<file path="src/nbh_pkg.sv">
package nbh_pkg;
   // clock and bus timing, printed figures in ns
   localparam int CLK_NS = 40;
   localparam int T_STB_LOW_NS = 160;
   localparam int T_STB_HIGH_NS = 80;
   localparam int T_WB_NS = 100;

   // widths of the request fields
   localparam int COL_W = 8;
   localparam int ROW_W = 18;
   localparam int LEN_W = 10;

   // command codes
   localparam logic [7:0] CMD_READ_A = 8'h00;
   localparam logic [7:0] CMD_READ_B = 8'h01;
   localparam logic [7:0] CMD_READ_C = 8'h50;
   localparam logic [7:0] CMD_SIG = 8'h90;
   localparam logic [7:0] CMD_STATUS = 8'h70;
   localparam logic [7:0] CMD_RESET = 8'hff;
   localparam logic [7:0] CMD_PROG = 8'h80;
   localparam logic [7:0] CMD_PROG_GO = 8'h10;
   localparam logic [7:0] CMD_COPY = 8'h8a;
   localparam logic [7:0] CMD_ERASE = 8'h60;
   localparam logic [7:0] CMD_ERASE_GO = 8'hd0;

   // address byte indices: column, then three row bytes
   localparam logic [1:0] ABYTE_COL = 2'h0;
   localparam logic [1:0] ABYTE_ROW0 = 2'h1;
   localparam logic [1:0] ABYTE_ROW1 = 2'h2;
   localparam logic [1:0] ABYTE_ROW2 = 2'h3;
   // row bits carried by the last address byte
   localparam int ROW_TOP_LSB = 16;

   typedef enum logic [2:0] {
      OP_READ, OP_PROG, OP_ERASE, OP_COPY, OP_STATUS, OP_RESET, OP_SIG
   } nbh_op_t;

   typedef enum logic [1:0] {AREA_A, AREA_B, AREA_C} nbh_area_t;

   typedef struct packed {
      nbh_op_t op;
      nbh_area_t area;
      logic [COL_W-1:0] col;
      logic [ROW_W-1:0] row;
      logic [ROW_W-1:0] dst_row;
      logic [LEN_W-1:0] len;
   } nbh_req_t;

   typedef enum logic [2:0] {K_CMD, K_ADDR, K_WDATA, K_BUSY, K_RDATA, K_END} nbh_kind_t;

   typedef struct packed {
      nbh_kind_t kind;
      logic [7:0] code;
      logic [1:0] a_first;
      logic [1:0] a_last;
      logic dst;
   } nbh_act_t;
endpackage : nbh_pkg
</file>
<file path="src/nbh_fifo.sv">
`timescale 1ns/1ns
module nbh_fifo #(
   parameter int WIDTH = 16,
   parameter int DEPTH = 4
) (
   input wire logic i_mclk,              // system clock
   input wire logic i_sys_rst,           // sync reset, high
   input wire logic i_in_valid,          // word offered
   output logic o_in_ready,              // room for a word
   input wire logic [WIDTH-1:0] i_in_data, // word in
   output logic o_out_valid,             // word available
   input wire logic i_out_ready,         // drain takes word
   output logic [WIDTH-1:0] o_out_data   // oldest word
);
   localparam int AW = (DEPTH > 1) ? $clog2(DEPTH) : 1;
   localparam logic [AW:0] DEPTH_C = (AW + 1)'(DEPTH);
   localparam logic [AW-1:0] LAST_C = AW'(DEPTH - 1);

   logic [WIDTH-1:0] mem [DEPTH];
   logic [AW-1:0] wr_ptr;
   logic [AW-1:0] rd_ptr;
   logic [AW:0] count;
   logic [AW:0] next_count;
   logic push;
   logic pop;

   assign push = i_in_valid && o_in_ready;
   assign pop = o_out_valid && i_out_ready;
   assign o_out_valid = (count != '0);
   assign o_out_data = mem[rd_ptr];

   // occupancy after this cycle
   always_comb begin
      next_count = count;
      if (push && !pop) begin
         next_count = count + 1'b1;
      end else if (pop && !push) begin
         next_count = count - 1'b1;
      end
   end

   // ready is registered so the top sees a flop
   always_ff @(posedge i_mclk) begin
      if (i_sys_rst) begin
         count <= '0;
         o_in_ready <= 1'b1;
      end else begin
         count <= next_count;
         o_in_ready <= (next_count != DEPTH_C);
      end
   end

   // pointers wrap at the depth, which need not be a power of two
   always_ff @(posedge i_mclk) begin
      if (i_sys_rst) begin
         wr_ptr <= '0;
         rd_ptr <= '0;
      end else begin
         if (push) begin
            wr_ptr <= (wr_ptr == LAST_C) ? '0 : wr_ptr + 1'b1;
         end
         if (pop) begin
            rd_ptr <= (rd_ptr == LAST_C) ? '0 : rd_ptr + 1'b1;
         end
      end
   end

   // storage
   always_ff @(posedge i_mclk) begin
      if (push) begin
         mem[wr_ptr] <= i_in_data;
      end
   end
endmodule : nbh_fifo

</file>
<file path="src/nbh_host.sv">
`timescale 1ns/1ns
module nbh_host #(
   parameter int DATA_W = 8,
   parameter int FIFO_DEPTH = 4
) (
   input wire logic i_mclk,                          // 25 MHz clock
   input wire logic i_sys_rst,                       // sync reset, high
   input wire logic i_req_valid,                     // request offered
   input wire nbh_pkg::nbh_req_t i_req,              // request fields
   output logic o_req_ready,                         // idle, takes request
   output logic o_done,                              // request finished pulse
   input wire logic i_wr_valid,                      // program word offered
   input wire logic [DATA_W-1:0] i_wr_data,          // program word
   output logic o_wr_ready,                          // fifo has room
   output logic o_rd_valid,                          // read word pulse
   output logic [DATA_W-1:0] o_rd_data,              // read word
   output logic o_ce_n,                              // chip select pin
   output logic o_command_latch_en,                  // command latch pin
   output logic o_address_latch_en,                  // address latch pin
   output logic o_we_n,                              // write strobe pin
   output logic o_re_n,                              // read strobe pin
   output logic o_wp_n,                              // write protect pin
   output logic [DATA_W-1:0] o_bus,                  // data pins out
   output logic o_bus_oe,                            // data pins driven
   input wire logic [DATA_W-1:0] i_bus,              // data pins in
   input wire logic i_ready_busy_n                   // ready/busy pin
);
   localparam int LOW_I = (nbh_pkg::T_STB_LOW_NS + nbh_pkg::CLK_NS - 1) / nbh_pkg::CLK_NS;
   localparam int HIGH_I = (nbh_pkg::T_STB_HIGH_NS + nbh_pkg::CLK_NS - 1) / nbh_pkg::CLK_NS;
   localparam int WB_I = (nbh_pkg::T_WB_NS + nbh_pkg::CLK_NS - 1) / nbh_pkg::CLK_NS;
   localparam logic [7:0] LOW_CYC = 8'(LOW_I);
   localparam logic [7:0] CYC_LAST = 8'(LOW_I + HIGH_I - 1);
   // synced pins lag two flops, so sample two cycles after the last low one
   localparam logic [7:0] SAMPLE_AT = 8'(LOW_I + 1);
   localparam logic [7:0] WB_CYC = 8'(WB_I);
   localparam bit X16 = (DATA_W == 16);

   typedef enum {S_IDLE, S_RUN} nbh_state_t;

   nbh_state_t state;
   nbh_pkg::nbh_req_t req;
   nbh_pkg::nbh_act_t act;
   logic [2:0] step;
   logic [1:0] aidx;
   logic [nbh_pkg::LEN_W-1:0] wcnt;
   logic [7:0] cnt;
   logic [DATA_W-1:0] bus_meta;
   logic [DATA_W-1:0] bus_s;
   logic rb_meta;
   logic rb_s;
   logic f_valid;
   logic f_pop;
   logic [DATA_W-1:0] f_data;
   logic active;
   logic cyc_end;
   logic [1:0] abyte;
   logic next_cle;
   logic next_ale;
   logic next_we_n;
   logic next_re_n;
   logic next_oe;
   logic [DATA_W-1:0] next_bus;

   // pointer code for the chosen area
   function automatic logic [7:0] ptr_code(input nbh_pkg::nbh_area_t area);
      if (area == nbh_pkg::AREA_B && !X16) begin
         return nbh_pkg::CMD_READ_B;
      end else if (area == nbh_pkg::AREA_C) begin
         return nbh_pkg::CMD_READ_C;
      end
      return nbh_pkg::CMD_READ_A;
   endfunction : ptr_code

   function automatic nbh_pkg::nbh_act_t mk(input nbh_pkg::nbh_kind_t k, input logic [7:0] c,
                                            input logic [1:0] f, input logic [1:0] l,
                                            input logic d);
      return '{kind: k, code: c, a_first: f, a_last: l, dst: d};
   endfunction : mk

   // sequence table: one action per step of each operation
   function automatic nbh_pkg::nbh_act_t step_act(input nbh_pkg::nbh_req_t r,
                                                  input logic [2:0] s);
      nbh_pkg::nbh_act_t e;
      e = mk(nbh_pkg::K_END, 8'h00, 2'h0, 2'h0, 1'b0);
      case (r.op)
         nbh_pkg::OP_READ: begin
            case (s)
               3'h0: e = mk(nbh_pkg::K_CMD, ptr_code(r.area), 2'h0, 2'h0, 1'b0);
               3'h1: e = mk(nbh_pkg::K_ADDR, 8'h00, nbh_pkg::ABYTE_COL, nbh_pkg::ABYTE_ROW2, 1'b0);
               3'h2: e = mk(nbh_pkg::K_BUSY, 8'h00, 2'h0, 2'h0, 1'b0);
               3'h3: e = mk(nbh_pkg::K_RDATA, 8'h00, 2'h0, 2'h0, 1'b0);
               default: ;
            endcase
         end
         nbh_pkg::OP_PROG: begin
            case (s)
               3'h0: e = mk(nbh_pkg::K_CMD, ptr_code(r.area), 2'h0, 2'h0, 1'b0);
               3'h1: e = mk(nbh_pkg::K_CMD, nbh_pkg::CMD_PROG, 2'h0, 2'h0, 1'b0);
               3'h2: e = mk(nbh_pkg::K_ADDR, 8'h00, nbh_pkg::ABYTE_COL, nbh_pkg::ABYTE_ROW2, 1'b0);
               3'h3: e = mk(nbh_pkg::K_WDATA, 8'h00, 2'h0, 2'h0, 1'b0);
               3'h4: e = mk(nbh_pkg::K_CMD, nbh_pkg::CMD_PROG_GO, 2'h0, 2'h0, 1'b0);
               3'h5: e = mk(nbh_pkg::K_BUSY, 8'h00, 2'h0, 2'h0, 1'b0);
               default: ;
            endcase
         end
         nbh_pkg::OP_ERASE: begin
            case (s)
               3'h0: e = mk(nbh_pkg::K_CMD, nbh_pkg::CMD_ERASE, 2'h0, 2'h0, 1'b0);
               3'h1: e = mk(nbh_pkg::K_ADDR, 8'h00, nbh_pkg::ABYTE_ROW0, nbh_pkg::ABYTE_ROW2, 1'b0);
               3'h2: e = mk(nbh_pkg::K_CMD, nbh_pkg::CMD_ERASE_GO, 2'h0, 2'h0, 1'b0);
               3'h3: e = mk(nbh_pkg::K_BUSY, 8'h00, 2'h0, 2'h0, 1'b0);
               default: ;
            endcase
         end
         // copy-back sent without the optional confirm
         nbh_pkg::OP_COPY: begin
            case (s)
               3'h0: e = mk(nbh_pkg::K_CMD, nbh_pkg::CMD_READ_A, 2'h0, 2'h0, 1'b0);
               3'h1: e = mk(nbh_pkg::K_ADDR, 8'h00, nbh_pkg::ABYTE_COL, nbh_pkg::ABYTE_ROW2, 1'b0);
               3'h2: e = mk(nbh_pkg::K_BUSY, 8'h00, 2'h0, 2'h0, 1'b0);
               3'h3: e = mk(nbh_pkg::K_CMD, nbh_pkg::CMD_COPY, 2'h0, 2'h0, 1'b0);
               3'h4: e = mk(nbh_pkg::K_ADDR, 8'h00, nbh_pkg::ABYTE_COL, nbh_pkg::ABYTE_ROW2, 1'b1);
               3'h5: e = mk(nbh_pkg::K_BUSY, 8'h00, 2'h0, 2'h0, 1'b0);
               default: ;
            endcase
         end
         nbh_pkg::OP_STATUS: begin
            case (s)
               3'h0: e = mk(nbh_pkg::K_CMD, nbh_pkg::CMD_STATUS, 2'h0, 2'h0, 1'b0);
               3'h1: e = mk(nbh_pkg::K_RDATA, 8'h00, 2'h0, 2'h0, 1'b0);
               default: ;
            endcase
         end
         // reset returns memory pointer to first half
         nbh_pkg::OP_RESET: begin
            case (s)
               3'h0: e = mk(nbh_pkg::K_CMD, nbh_pkg::CMD_RESET, 2'h0, 2'h0, 1'b0);
               3'h1: e = mk(nbh_pkg::K_BUSY, 8'h00, 2'h0, 2'h0, 1'b0);
               default: ;
            endcase
         end
         nbh_pkg::OP_SIG: begin
            case (s)
               3'h0: e = mk(nbh_pkg::K_CMD, nbh_pkg::CMD_SIG, 2'h0, 2'h0, 1'b0);
               3'h1: e = mk(nbh_pkg::K_ADDR, 8'h00, nbh_pkg::ABYTE_COL, nbh_pkg::ABYTE_COL, 1'b0);
               3'h2: e = mk(nbh_pkg::K_RDATA, 8'h00, 2'h0, 2'h0, 1'b0);
               default: ;
            endcase
         end
         default: ;
      endcase
      return e;
   endfunction : step_act

   // address byte by index; row bit 0 is A9
   function automatic logic [7:0] addr_byte(input nbh_pkg::nbh_req_t r, input logic [1:0] i,
                                            input logic d);
      logic [nbh_pkg::ROW_W-1:0] row;
      row = d ? r.dst_row : r.row;
      case (i)
         nbh_pkg::ABYTE_COL: return r.col;
         nbh_pkg::ABYTE_ROW0: return row[7:0];
         nbh_pkg::ABYTE_ROW1: return row[15:8];
         // upper lines of last cycle low
         default: return 8'({row[nbh_pkg::ROW_W-1:nbh_pkg::ROW_TOP_LSB]});
      endcase
   endfunction : addr_byte

   nbh_fifo #(.WIDTH(DATA_W), .DEPTH(FIFO_DEPTH)) u_wr_fifo (
      .i_mclk(i_mclk),
      .i_sys_rst(i_sys_rst),
      .i_in_valid(i_wr_valid),
      .o_in_ready(o_wr_ready),
      .i_in_data(i_wr_data),
      .o_out_valid(f_valid),
      .i_out_ready(f_pop),
      .o_out_data(f_data)
   );

   // pins from the memory cross into our clock through two flops
   always_ff @(posedge i_mclk) begin
      bus_meta <= i_bus;
      bus_s <= bus_meta;
      rb_meta <= i_ready_busy_n;
      rb_s <= rb_meta;
   end

   assign act = step_act(req, step);
   assign abyte = act.a_first + aidx;
   assign cyc_end = (cnt == CYC_LAST);
   // a write-data cycle waits at its start until the fifo has a word
   assign active = (state == S_RUN) && (act.kind != nbh_pkg::K_BUSY) &&
                   (act.kind != nbh_pkg::K_END) &&
                   !(act.kind == nbh_pkg::K_WDATA && cnt == 8'h00 && !f_valid);
   assign f_pop = active && act.kind == nbh_pkg::K_WDATA && cnt == 8'h00;

   // pin levels for the next cycle
   always_comb begin
      next_cle = 1'b0;
      next_ale = 1'b0;
      next_we_n = 1'b1;
      next_re_n = 1'b1;
      next_oe = 1'b0;
      next_bus = o_bus;
      if (active) begin
         case (act.kind)
            nbh_pkg::K_CMD: begin
               next_cle = 1'b1;
               next_we_n = (cnt >= LOW_CYC);
               next_oe = 1'b1;
               next_bus = DATA_W'(act.code);
            end
            nbh_pkg::K_ADDR: begin
               next_ale = 1'b1;
               next_we_n = (cnt >= LOW_CYC);
               next_oe = 1'b1;
               next_bus = DATA_W'(addr_byte(req, abyte, act.dst));
            end
            nbh_pkg::K_WDATA: begin
               next_we_n = (cnt >= LOW_CYC);
               next_oe = 1'b1;
               if (cnt == 8'h00) begin
                  next_bus = f_data;
               end
            end
            // read strobe, write strobe high, bus released
            nbh_pkg::K_RDATA: begin
               next_re_n = (cnt >= LOW_CYC);
            end
            default: ;
         endcase
      end
   end

   // registered pins; only one latch enable is ever set
   always_ff @(posedge i_mclk) begin
      if (i_sys_rst) begin
         o_command_latch_en <= 1'b0;
         o_address_latch_en <= 1'b0;
         o_we_n <= 1'b1;
         o_re_n <= 1'b1;
         o_bus_oe <= 1'b0;
         o_bus <= '0;
         o_ce_n <= 1'b1;
         o_wp_n <= 1'b0;
      end else begin
         o_command_latch_en <= next_cle;
         o_address_latch_en <= next_ale;
         o_we_n <= next_we_n;
         o_re_n <= next_re_n;
         o_bus_oe <= next_oe;
         o_bus <= next_bus;
         o_ce_n <= (state == S_IDLE);
         // protect lifted only for program, copy-back and erase work
         o_wp_n <= (state == S_RUN) && (req.op == nbh_pkg::OP_PROG ||
                   req.op == nbh_pkg::OP_ERASE || req.op == nbh_pkg::OP_COPY);
      end
   end

   // cycle timer: strobe cycles and the wait before busy is trusted
   always_ff @(posedge i_mclk) begin
      if (i_sys_rst || state == S_IDLE) begin
         cnt <= 8'h00;
      end else if (act.kind == nbh_pkg::K_BUSY) begin
         if (cnt < WB_CYC) begin
            cnt <= cnt + 8'h01;
         end else if (rb_s) begin
            cnt <= 8'h00;
         end
      end else if (active) begin
         cnt <= cyc_end ? 8'h00 : cnt + 8'h01;
      end
   end

   // sequencer: request, step, byte and word counters
   always_ff @(posedge i_mclk) begin
      if (i_sys_rst) begin
         state <= S_IDLE;
         req <= '0;
         step <= 3'h0;
         aidx <= 2'h0;
         wcnt <= '0;
         o_req_ready <= 1'b1;
         o_done <= 1'b0;
      end else begin
         o_done <= 1'b0;
         case (state)
            S_IDLE: begin
               if (i_req_valid && o_req_ready) begin
                  req <= i_req;
                  step <= 3'h0;
                  aidx <= 2'h0;
                  wcnt <= '0;
                  o_req_ready <= 1'b0;
                  state <= S_RUN;
               end
            end
            S_RUN: begin
               case (act.kind)
                  nbh_pkg::K_END: begin
                     o_done <= 1'b1;
                     o_req_ready <= 1'b1;
                     state <= S_IDLE;
                  end
                  // wait for ready/busy to return high
                  nbh_pkg::K_BUSY: begin
                     if (cnt >= WB_CYC && rb_s) begin
                        step <= step + 3'h1;
                     end
                  end
                  nbh_pkg::K_ADDR: begin
                     if (cyc_end) begin
                        if (abyte == act.a_last) begin
                           aidx <= 2'h0;
                           step <= step + 3'h1;
                        end else begin
                           aidx <= aidx + 2'h1;
                        end
                     end
                  end
                  nbh_pkg::K_WDATA, nbh_pkg::K_RDATA: begin
                     if (active && cyc_end) begin
                        if (wcnt >= req.len - 1'b1) begin
                           wcnt <= '0;
                           step <= step + 3'h1;
                        end else begin
                           wcnt <= wcnt + 1'b1;
                        end
                     end
                  end
                  default: begin
                     if (cyc_end) begin
                        step <= step + 3'h1;
                     end
                  end
               endcase
            end
            default: state <= S_IDLE;
         endcase
      end
   end

   // read word taken late in the cycle, after the sync lag
   always_ff @(posedge i_mclk) begin
      if (i_sys_rst) begin
         o_rd_valid <= 1'b0;
         o_rd_data <= '0;
      end else begin
         o_rd_valid <= active && act.kind == nbh_pkg::K_RDATA && cnt == SAMPLE_AT;
         if (active && act.kind == nbh_pkg::K_RDATA && cnt == SAMPLE_AT) begin
            o_rd_data <= bus_s;
         end
      end
   end
endmodule : nbh_host

</file>
<file path="config.mk">
export PLATFORM = sky130hd
export DESIGN_NAME = nbh_host
export DESIGN_NICKNAME = d
export VERILOG_FILES = /design/src/nbh_pkg.sv /design/src/nbh_fifo.sv /design/src/nbh_host.sv
export SDC_FILE = /design/constraint.sdc
export NUM_CORES = 1
export LEC_CHECK = 0
export BUFFER_PORTS_ARGS = -buffer_cell sky130_fd_sc_hd__buf_2
export CORE_MARGIN = 8
export CORE_UTILIZATION = 25
export CTS_CLUSTER_SIZE = 20
export DETAILED_ROUTE_END_ITERATION = 16
export SYNTH_ARGS = -nofsm -noshare
export SYNTH_HDL_FRONTEND = slang
export SYNTH_SLANG_ARGS = --single-unit
</file>
<file path="constraint.sdc">
create_clock -name i_mclk -period 7.85 [get_ports i_mclk]
set_input_delay 1.1775 -clock i_mclk [delete_from_list [all_inputs] [get_ports i_mclk]]
set_output_delay 1.1775 -clock i_mclk [all_outputs]
set_load 0.005 [all_outputs]
</file>
---- Word level (Yosys, flattened, before mapping) ----
Memories as Yosys holds them, arrays and structs flattened. A register that Yosys moved wholly into a read port is not among the register bits.
Index checks and enable logic that the tools add are counted.
storage, ports and cells
  flip-flop bits (word level) ............. 166
  RAM bits ................................ 32
  input bits .............................. 80
  output and inout bits ................... 27
  word-level logic and storage cells ...... 207
  memories kept ........................... 1
memory list
  name           words  bits a word  rd ports  clocked after memory_dff  wr ports  line            text
  u_wr_fifo.mem  4      8            1         1                         1         nbh_fifo.sv:19  logic [WIDTH-1:0] mem [DEPTH];
operators by class
  add/subtract/negate cells ............... 10
  magnitude comparators ................... 4
  equal/unequal tests ..................... 44
  muxes and demuxes ....................... 63
  bitwise gates (word level) .............. 4
  reduce and logical (&&, ||, !) cells .... 50
operators with widths
  cell                   count
  $pmux W16 S4           2
  $pmux W16 S7           1
  $pmux W16 S6           1
  $mux W8                10
  $pmux W16 S5           1
  $logic_not A32 Y1      2
  $mux W32               2
  $pmux W16 S2           2
  $pmux W32 S2           1
  $pmux W16 S3           1
  $pmux W8 S3            2
  $mux W10               4
  $eq A32 B1 Y1 const B  1
  $eq A32 B2 Y1 const B  1
  $mux W3                9
  $eq A3 B3 Y1 const B   7
  $ne A3 B3 Y1 const B   7
  $pmux W10 S2           1
  $eq A3 B2 Y1 const B   6
  $mux W18               1
  $logic_and A1 B1 Y1    17
  $mux W2                8
  $ne A2 B2 Y1 const B   7
  $mux W1                13
  37 further kinds       68

---- Depth between registers and ports, before layout ----
  word-level depth ........................ 20
  gate-level depth with buffers ........... 15
  depth with buffers taken out ............ 13

---- By module ----
Synthesis repeated with hierarchy kept, for this count alone.
second synthesis, totals
  cell total of the unflattened synthesis .. 865
  area total of the unflattened synthesis .. 8051.5 µm²
modules (own cells, without submodules)
  module    times used  cells an instance  area each (µm²)
  nbh_host  1           759                6322.3
  nbh_fifo  1           106                1729.2

---- Worst setup path before layout ----
OpenSTA, ideal clock, no wires.
  kind .................................... register to register
  start ................................... register req[2] in the netlist's numbering
  end ..................................... register wcnt[8] in the netlist's numbering
  arrival time ............................ 3207 ps
  data required time ...................... 7780 ps
  setup slack ............................. 4572 ps
  cell stages (with the launch flop) ...... 13
  clock period less this slack ............ 3278 ps
  cell sequence ........................... dfxtp_1 -> or4_1 -> or4_1 -> xor2_1 -> ha_1 -> nand4_1 -> a21oi_1 -> nor3_1 -> and2_1 -> clkbuf_1 -> nand2_1 -> or3_1 -> a21oi_1
between the ends
  cells in the longest elaborated chain, start to end .. 6
ends and longest elaborated chain
  item                      line             text
  start: declaration        nbh_host.sv:41   nbh_pkg::nbh_req_t req;
  start signal: assignment  nbh_host.sv:290  req <= i_req;
  $sub A10 B1 Y10           nbh_host.sv:323  if (wcnt >= req.len - 1'b1) begin
  $ge A10 B10 Y1            nbh_host.sv:323
  $mux W10                  nbh_host.sv:323
  $mux W10                  nbh_host.sv:322  if (active && cyc_end) begin
  $mux W10                  nbh_host.sv:299  case (act.kind)
  $pmux W10 S2              nbh_host.sv:287  case (state)
  end signal: assignment    nbh_host.sv:327  wcnt <= wcnt + 1'b1;
  end: declaration          nbh_host.sv:45   logic [nbh_pkg::LEN_W-1:0] wcnt;
No other way between the ends. The select of a mux whose other input is x is not followed.
A chain may end at the register's enable or synchronous reset.

---- Worst setup path in the final report ----
  start ................................... register step[2]
  end ..................................... register o_bus[0]
between the ends
  cells in the longest elaborated chain, start to end .. 10
ends and longest elaborated chain
  item                                                   line             text
  start: declaration                                     nbh_host.sv:43   logic [2:0] step;
  start signal: assignment                               nbh_host.sv:308  step <= step + 3'h1;
  start signal: assignment                               nbh_host.sv:315  step <= step + 3'h1;
  start signal: assignment                               nbh_host.sv:325  step <= step + 3'h1;
  $eq A3 B2 Y1 / $eq A3 B3 Y1 (equally long branches)    -
  $reduce_or A2 Y1 (no line)                             -
  $pmux W16 S5                                           nbh_host.sv:117  case (s)
  $pmux W16 S7 *                                         nbh_host.sv:85   case (r.op)
  branches (longest 6 deep; another with $add A2 B2 Y2)  -
  end signal: assignment                                 nbh_host.sv:252  o_bus <= next_bus;
  end: declaration                                       nbh_host.sv:23   output logic [DATA_W-1:0] o_bus,
Every way passes the cells marked *.

==> flow_summary.html <==
<table>
<tr><th>Metric</th><th>Value</th></tr>
<tr><th colspan="2">Synthesis</th></tr>
<tr><td>Fraction of registers with async set or reset after synthesis</td><td>0%</td></tr>
<tr><td>Sequential-to-total area share from yosys stat</td><td>47.27%</td></tr>
<tr><td>Main synth FF type</td><td>sky130_fd_sc_hd__dfxtp_1</td></tr>
<tr><td>Post-synth top area cell</td><td>sky130_fd_sc_hd__dfxtp_1</td></tr>
<tr><td>Post-synthesis instance total</td><td>853</td></tr>
<tr><td>Post-synthesis instance area</td><td>7835 µm²</td></tr>
<tr><td>Post-Synth Adder-Cell Area</td><td>4.631%</td></tr>
<tr><td>Dominant combinational cell family by area after synthesis</td><td>simple AND/OR/NAND/NOR gates</td></tr>
<tr><td>Multiplexer share of the synthesized area</td><td>7.522%</td></tr>
<tr><td>Total number of yosys warnings</td><td>0</td></tr>
<tr><td>Post-synthesis register bit count</td><td>169</td></tr>
<tr><td>Fraction of the mapped netlist area in compound gates</td><td>15.33%</td></tr>
<tr><td>Post-synthesis average cell area</td><td>9.185 µm²</td></tr>
<tr><td>Number of unique standard cell types used by synthesis</td><td>70</td></tr>
<tr><td>Synth Net Count</td><td>962</td></tr>
<tr><td>Top cells by area, synth</td><td>sky130_fd_sc_hd__dfxtp_1, sky130_fd_sc_hd__edfxtp_1, sky130_fd_sc_hd__nand2_1, sky130_fd_sc_hd__a21oi_1, sky130_fd_sc_hd__ha_1</td></tr>
<tr><td>Xor-xnor portion of the synthesized cell area</td><td>1.341%</td></tr>
<tr><td>Area fraction in and, or, nand and nor cells after synthesis</td><td>20.22%</td></tr>
<tr><td>Area share of the largest cell type after synthesis</td><td>35.00%</td></tr>
<tr><td>Count of flip-flops with a built-in enable after synthesis</td><td>32</td></tr>
<tr><th colspan="2">Die</th></tr>
<tr><td>Site Rows</td><td>65</td></tr>
<tr><td>I/O Pins</td><td>107</td></tr>
<tr><td>Die Wd</td><td>193.0 µm</td></tr>
<tr><td>Initial Utilization</td><td>25.09%</td></tr>
<tr><td>Die area</td><td>37,260 µm²</td></tr>
<tr><td>Area of the placeable core</td><td>31,230 µm²</td></tr>
<tr><td>Height of the die</td><td>193.0 µm</td></tr>
<tr><th colspan="2">Worst setup path</th></tr>
<tr><td>Worst Setup End Kind</td><td>register</td></tr>
<tr><td>FF-to-FF End</td><td>o_bus[0]$_SDFFE_PP0P_</td></tr>
<tr><td>Largest driver fanout on the critical path</td><td>19</td></tr>
<tr><td>Data arrival, critical path</td><td>4.16 ns</td></tr>
<tr><td>Number of cells traversed by the worst register-to-register path</td><td>11</td></tr>
<tr><td>Worst setup path class</td><td>reg2reg</td></tr>
<tr><td>Required time of the worst setup path</td><td>8.15 ns</td></tr>
<tr><td>Register-to-register path setup slack</td><td>3.99 ns</td></tr>
<tr><td>Kind of start point of the critical path</td><td>register</td></tr>
<tr><td>R2r startpoint</td><td>step[2]$_SDFFE_PP0P_</td></tr>
<tr><th colspan="2">Clock tree</th></tr>
<tr><td>Resize count post-CTS</td><td>0</td></tr>
<tr><td>Number of clock sinks</td><td>169</td></tr>
<tr><td>Buffers from clock root to sink, at most</td><td>2</td></tr>
<tr><td>Number of buffers created by CTS</td><td>17</td></tr>
<tr><td>H-tree levels</td><td>4</td></tr>
<tr><td>Root buffer cell</td><td>sky130_fd_sc_hd__clkbuf_16</td></tr>
<tr><td>Clock tree from TritonCTS</td><td>yes</td></tr>
<tr><td>Clock Latency Late Sink</td><td>0.43 ns</td></tr>
<tr><td>Clock-pin slew of the registers on the worst-case setup and hold paths</td><td>0.07 ns</td></tr>
<tr><td>Post-CTS Hold Fix Bufs</td><td>0</td></tr>
<tr><td>Post-CTS Setup Bufs</td><td>0</td></tr>
<tr><th colspan="2">Timing</th></tr>
<tr><td>Worst Max-Slew Pin Slew</td><td>1.019 ns</td></tr>
<tr><td>Hold violation count in the final report</td><td>0</td></tr>
<tr><td>Max-slew headroom</td><td>31.83%</td></tr>
<tr><td>RSZ-0062 raised after global routing</td><td>false</td></tr>
<tr><td>Final setup violation count</td><td>0</td></tr>
<tr><td>Setup ws final</td><td>3.991 ns</td></tr>
<tr><td>Fin Setup TNS</td><td>0 ns</td></tr>
<tr><td>Final period util</td><td>49.16%</td></tr>
<tr><td>Shortest clock period the worst path allows after layout</td><td>3.859 ns</td></tr>
<tr><td>F_max</td><td>0.2591 GHz</td></tr>
<tr><td>Post-Route Skew</td><td>0.007441 ns</td></tr>
<tr><td>Max-slew violation count</td><td>0</td></tr>
<tr><th colspan="2">Hold path</th></tr>
<tr><td>Hold/Removal Path Class</td><td>reg2reg</td></tr>
<tr><td>Beginning of the worst hold path</td><td>bus_meta[7]$_DFF_P_</td></tr>
<tr><td>Hold-critical path depth</td><td>0</td></tr>
<tr><td>Worst min-delay path endpoint</td><td>bus_s[7]$_DFF_P_</td></tr>
<tr><th colspan="2">Layout</th></tr>
<tr><td>Diodes inserted</td><td>0</td></tr>
<tr><td>Number of nets in the layout</td><td>1,042</td></tr>
<tr><td>Multi-input gate area</td><td>3849 µm²</td></tr>
<tr><td>Most frequent cells in the layout</td><td>sky130_fd_sc_hd__nand2_1, sky130_fd_sc_hd__dfxtp_1, sky130_fd_sc_hd__buf_2</td></tr>
<tr><td>Fraction of layout cells with a size suffix above 1</td><td>17.86%</td></tr>
<tr><td>Synthesis-to-layout area growth</td><td>18.51%</td></tr>
<tr><td>Seq. cell area</td><td>3704 µm²</td></tr>
<tr><td>Fill count</td><td>3,376</td></tr>
<tr><td>Leading cell type in the layout, fill and taps excluded</td><td>sky130_fd_sc_hd__nand2_1</td></tr>
<tr><th colspan="2">Place</th></tr>
<tr><td>Pre-CTS setup slack</td><td>4.048 ns</td></tr>
<tr><td>Number of port buffers</td><td>106</td></tr>
<tr><td>Post-detail-place hpwl</td><td>15,400 µm</td></tr>
<tr><td>Final Wtd Congestion</td><td>0.8870</td></tr>
<tr><th colspan="2">Global routing</th></tr>
<tr><td>Remaining global-route overflow</td><td>0</td></tr>
<tr><td>Number of antenna violations at the first check in global routing</td><td>0</td></tr>
<tr><td>Number of global-route vias before repair</td><td>6,254</td></tr>
<tr><td>Largest net degree at the start of global routing</td><td>65</td></tr>
<tr><td>Wire length of the first global-routing pass</td><td>33,170 µm</td></tr>
<tr><td>GRT Total Usage</td><td>11.37%</td></tr>
<tr><th colspan="2">Power</th></tr>
<tr><td>Total power</td><td>1.963 mW</td></tr>
<tr><td>Power per standard cell area</td><td>211.4 nW/µm²</td></tr>
<tr><td>Reported leakage power</td><td>3.453 nW</td></tr>
<tr><td>Worst-case vdd ir drop</td><td>0.0001498 V</td></tr>
<tr><th colspan="2">Route</th></tr>
<tr><td>DRT iter0 DRCs</td><td>473</td></tr>
<tr><td>Number of vias per cell after detailed routing</td><td>4.742</td></tr>
<tr><td>Total via count after detailed routing</td><td>6,392</td></tr>
<tr><td>Final ANT Viol Nets</td><td>0</td></tr>
<tr><td>Detailed-route wire length per cell</td><td>15.49 µm</td></tr>
<tr><td>Final wirelength</td><td>20,870 µm</td></tr>
<tr><td>First-pass detailed-route iteration total</td><td>5</td></tr>
<tr><td>Drc violations</td><td>0</td></tr>
<tr><th colspan="2">Job</th></tr>
<tr><td>Number of maximum-capacitance constraint violations</td><td>0</td></tr>
<tr><th colspan="2">Status</th></tr>
<tr><td>Run status</td><td>complete, no violations</td></tr>
</table>
## sequential cells by signal (all words and copies together), names as in the netlist, 2 cells and up, named ones only
| register | cells |
|---|---|
| aidx | 2 |
| bus_meta | 8 |
| bus_s | 8 |
| cnt | 8 |
| o_bus | 8 |
| o_rd_data | 8 |
| req | 59 |
| step | 3 |
| u_wr_fifo.count | 3 |
| u_wr_fifo.mem | 32 |
| u_wr_fifo.rd_ptr | 2 |
| u_wr_fifo.wr_ptr | 2 |
| wcnt | 10 |
## cells by family (layout without fill, tap and decap cells)
kind of cell	count (synthesis)	after routing
AND/OR/NAND/NOR	339	339
AO/OA/AOI/OAI	187	187
flip-flops	169	169
buffers and inverters	71	164
multiplexers	46	46
adder cells (fa/ha/maj)	29	29
XOR/XNOR	12	12
## area by class of cell
cell class	instances	share of cell area [%]
multi-input combinational	613	41.45
inverter	20	0.8085
sequential	169	39.89
timing repair buffer	112	6.226
tap	402	5.417
clock inverter	13	1.321
clock buffer	19	4.892
## report_power, final
group / leakage, nW / internal, mW / switching (mW) / total (mW)
clock network: 0.286 / 0.439 / 0.372 / 0.811
registers: 1.42 / 0.924 / 0.0289 / 0.953
logic: 1.75 / 0.0804 / 0.119 / 0.200
total: 3.45 / 1.44 / 0.520 / 1.96
## worst max path at each step
| stage | startpoint | end | slack [ns] | cells past startpoint |
|---|---|---|---|---|
| 5_1_grt | step[2]$_SDFFE_PP0P_ | o_bus[4]$_SDFFE_PP0P_ | 3.53 | 11 |
| 3_3_place_gp | step[2]$_SDFFE_PP0P_ | o_bus[0]$_SDFFE_PP0P_ | 4.08 | 11 |
| 3_5_place_dp | step[2]$_SDFFE_PP0P_ | o_bus[4]$_SDFFE_PP0P_ | 4.05 | 11 |
| 4_1_cts | step[2]$_SDFFE_PP0P_ | o_bus[1]$_SDFFE_PP0P_ | 4.04 | 11 |
| 6_report | step[2]$_SDFFE_PP0P_ | o_bus[0]$_SDFFE_PP0P_ | 3.99 | 11 |
| 2_1_floorplan | req[2]$_SDFFE_PP0P_ | wcnt[8]$_SDFFE_PP0P_ | 4.57 | 12 |
## synth_stat cells, types with 4 or more instances
cell	instances
sky130_fd_sc_hd__mux4_2	10
sky130_fd_sc_hd__a211oi_1	11
sky130_fd_sc_hd__dfxtp_1	137
sky130_fd_sc_hd__o21ai_0	17
sky130_fd_sc_hd__o22ai_1	7
sky130_fd_sc_hd__nand2_1	149
sky130_fd_sc_hd__o31ai_1	5
sky130_fd_sc_hd__nand4b_1	6
sky130_fd_sc_hd__nor2_1	61
sky130_fd_sc_hd__mux2i_1	33
sky130_fd_sc_hd__ha_1	29
sky130_fd_sc_hd__a22o_1	4
sky130_fd_sc_hd__clkbuf_1	36
sky130_fd_sc_hd__edfxtp_1	32
sky130_fd_sc_hd__and2_1	5
sky130_fd_sc_hd__or3_1	5
sky130_fd_sc_hd__nor2b_1	18
sky130_fd_sc_hd__nand4_1	5
sky130_fd_sc_hd__nand2b_1	6
sky130_fd_sc_hd__nand3_1	13
sky130_fd_sc_hd__buf_1	4
sky130_fd_sc_hd__and3_1	13
sky130_fd_sc_hd__xor2_1	6
sky130_fd_sc_hd__a21oi_1	95
sky130_fd_sc_hd__inv_1	19
sky130_fd_sc_hd__or4_1	8
sky130_fd_sc_hd__nor3_1	36
sky130_fd_sc_hd__o211ai_1	5
sky130_fd_sc_hd__xnor2_1	6
sky130_fd_sc_hd__buf_2	9
## layer usage
| layer | global-route usage [%] | share of wire, % | up-vias |
|---|---|---|---|
| met1 | 13.55 | 43 | 3023 |
| met4 | 3.876 | 2.1 | 0 |
| met5 | 0 | 0 | - |
| li1 | - | - | 3198 |
| met2 | 19.55 | 50 | 146 |
| met3 | 3.076 | 4.2 | 25 |
## critical path, cell delays in order (launching register included)
cell	delay, ns
sky130_fd_sc_hd__dfxtp_1	0.71
sky130_fd_sc_hd__inv_1	0.16
sky130_fd_sc_hd__ha_1	0.35
sky130_fd_sc_hd__nor3_1	0.27
sky130_fd_sc_hd__a211oi_1	0.14
sky130_fd_sc_hd__a2111oi_2	0.46
sky130_fd_sc_hd__nor3_1	0.09
sky130_fd_sc_hd__buf_4	0.21
sky130_fd_sc_hd__a221oi_2	0.24
sky130_fd_sc_hd__nand4_1	0.47
sky130_fd_sc_hd__a2111oi_0	0.54
sky130_fd_sc_hd__nor3_1	0.07
## metrics by stage
stage / hold WS (ns) / cell area [µm²] / std cells / utilization (%)
floorplan: 0.3096 / 7835 / 853 / -
global placement: 0.3100 / 8708 / 1316 / 27.88
detailed placement: 0.3132 / 8708 / 1316 / 27.88
CTS: 0.3301 / 9285 / 1348 / 29.73
global route: 0.3379 / 9285 / 1348 / 29.73
finish: 0.3272 / 9285 / 1348 / 29.73
No activity file was read; power rests on OpenSTA's default activity.
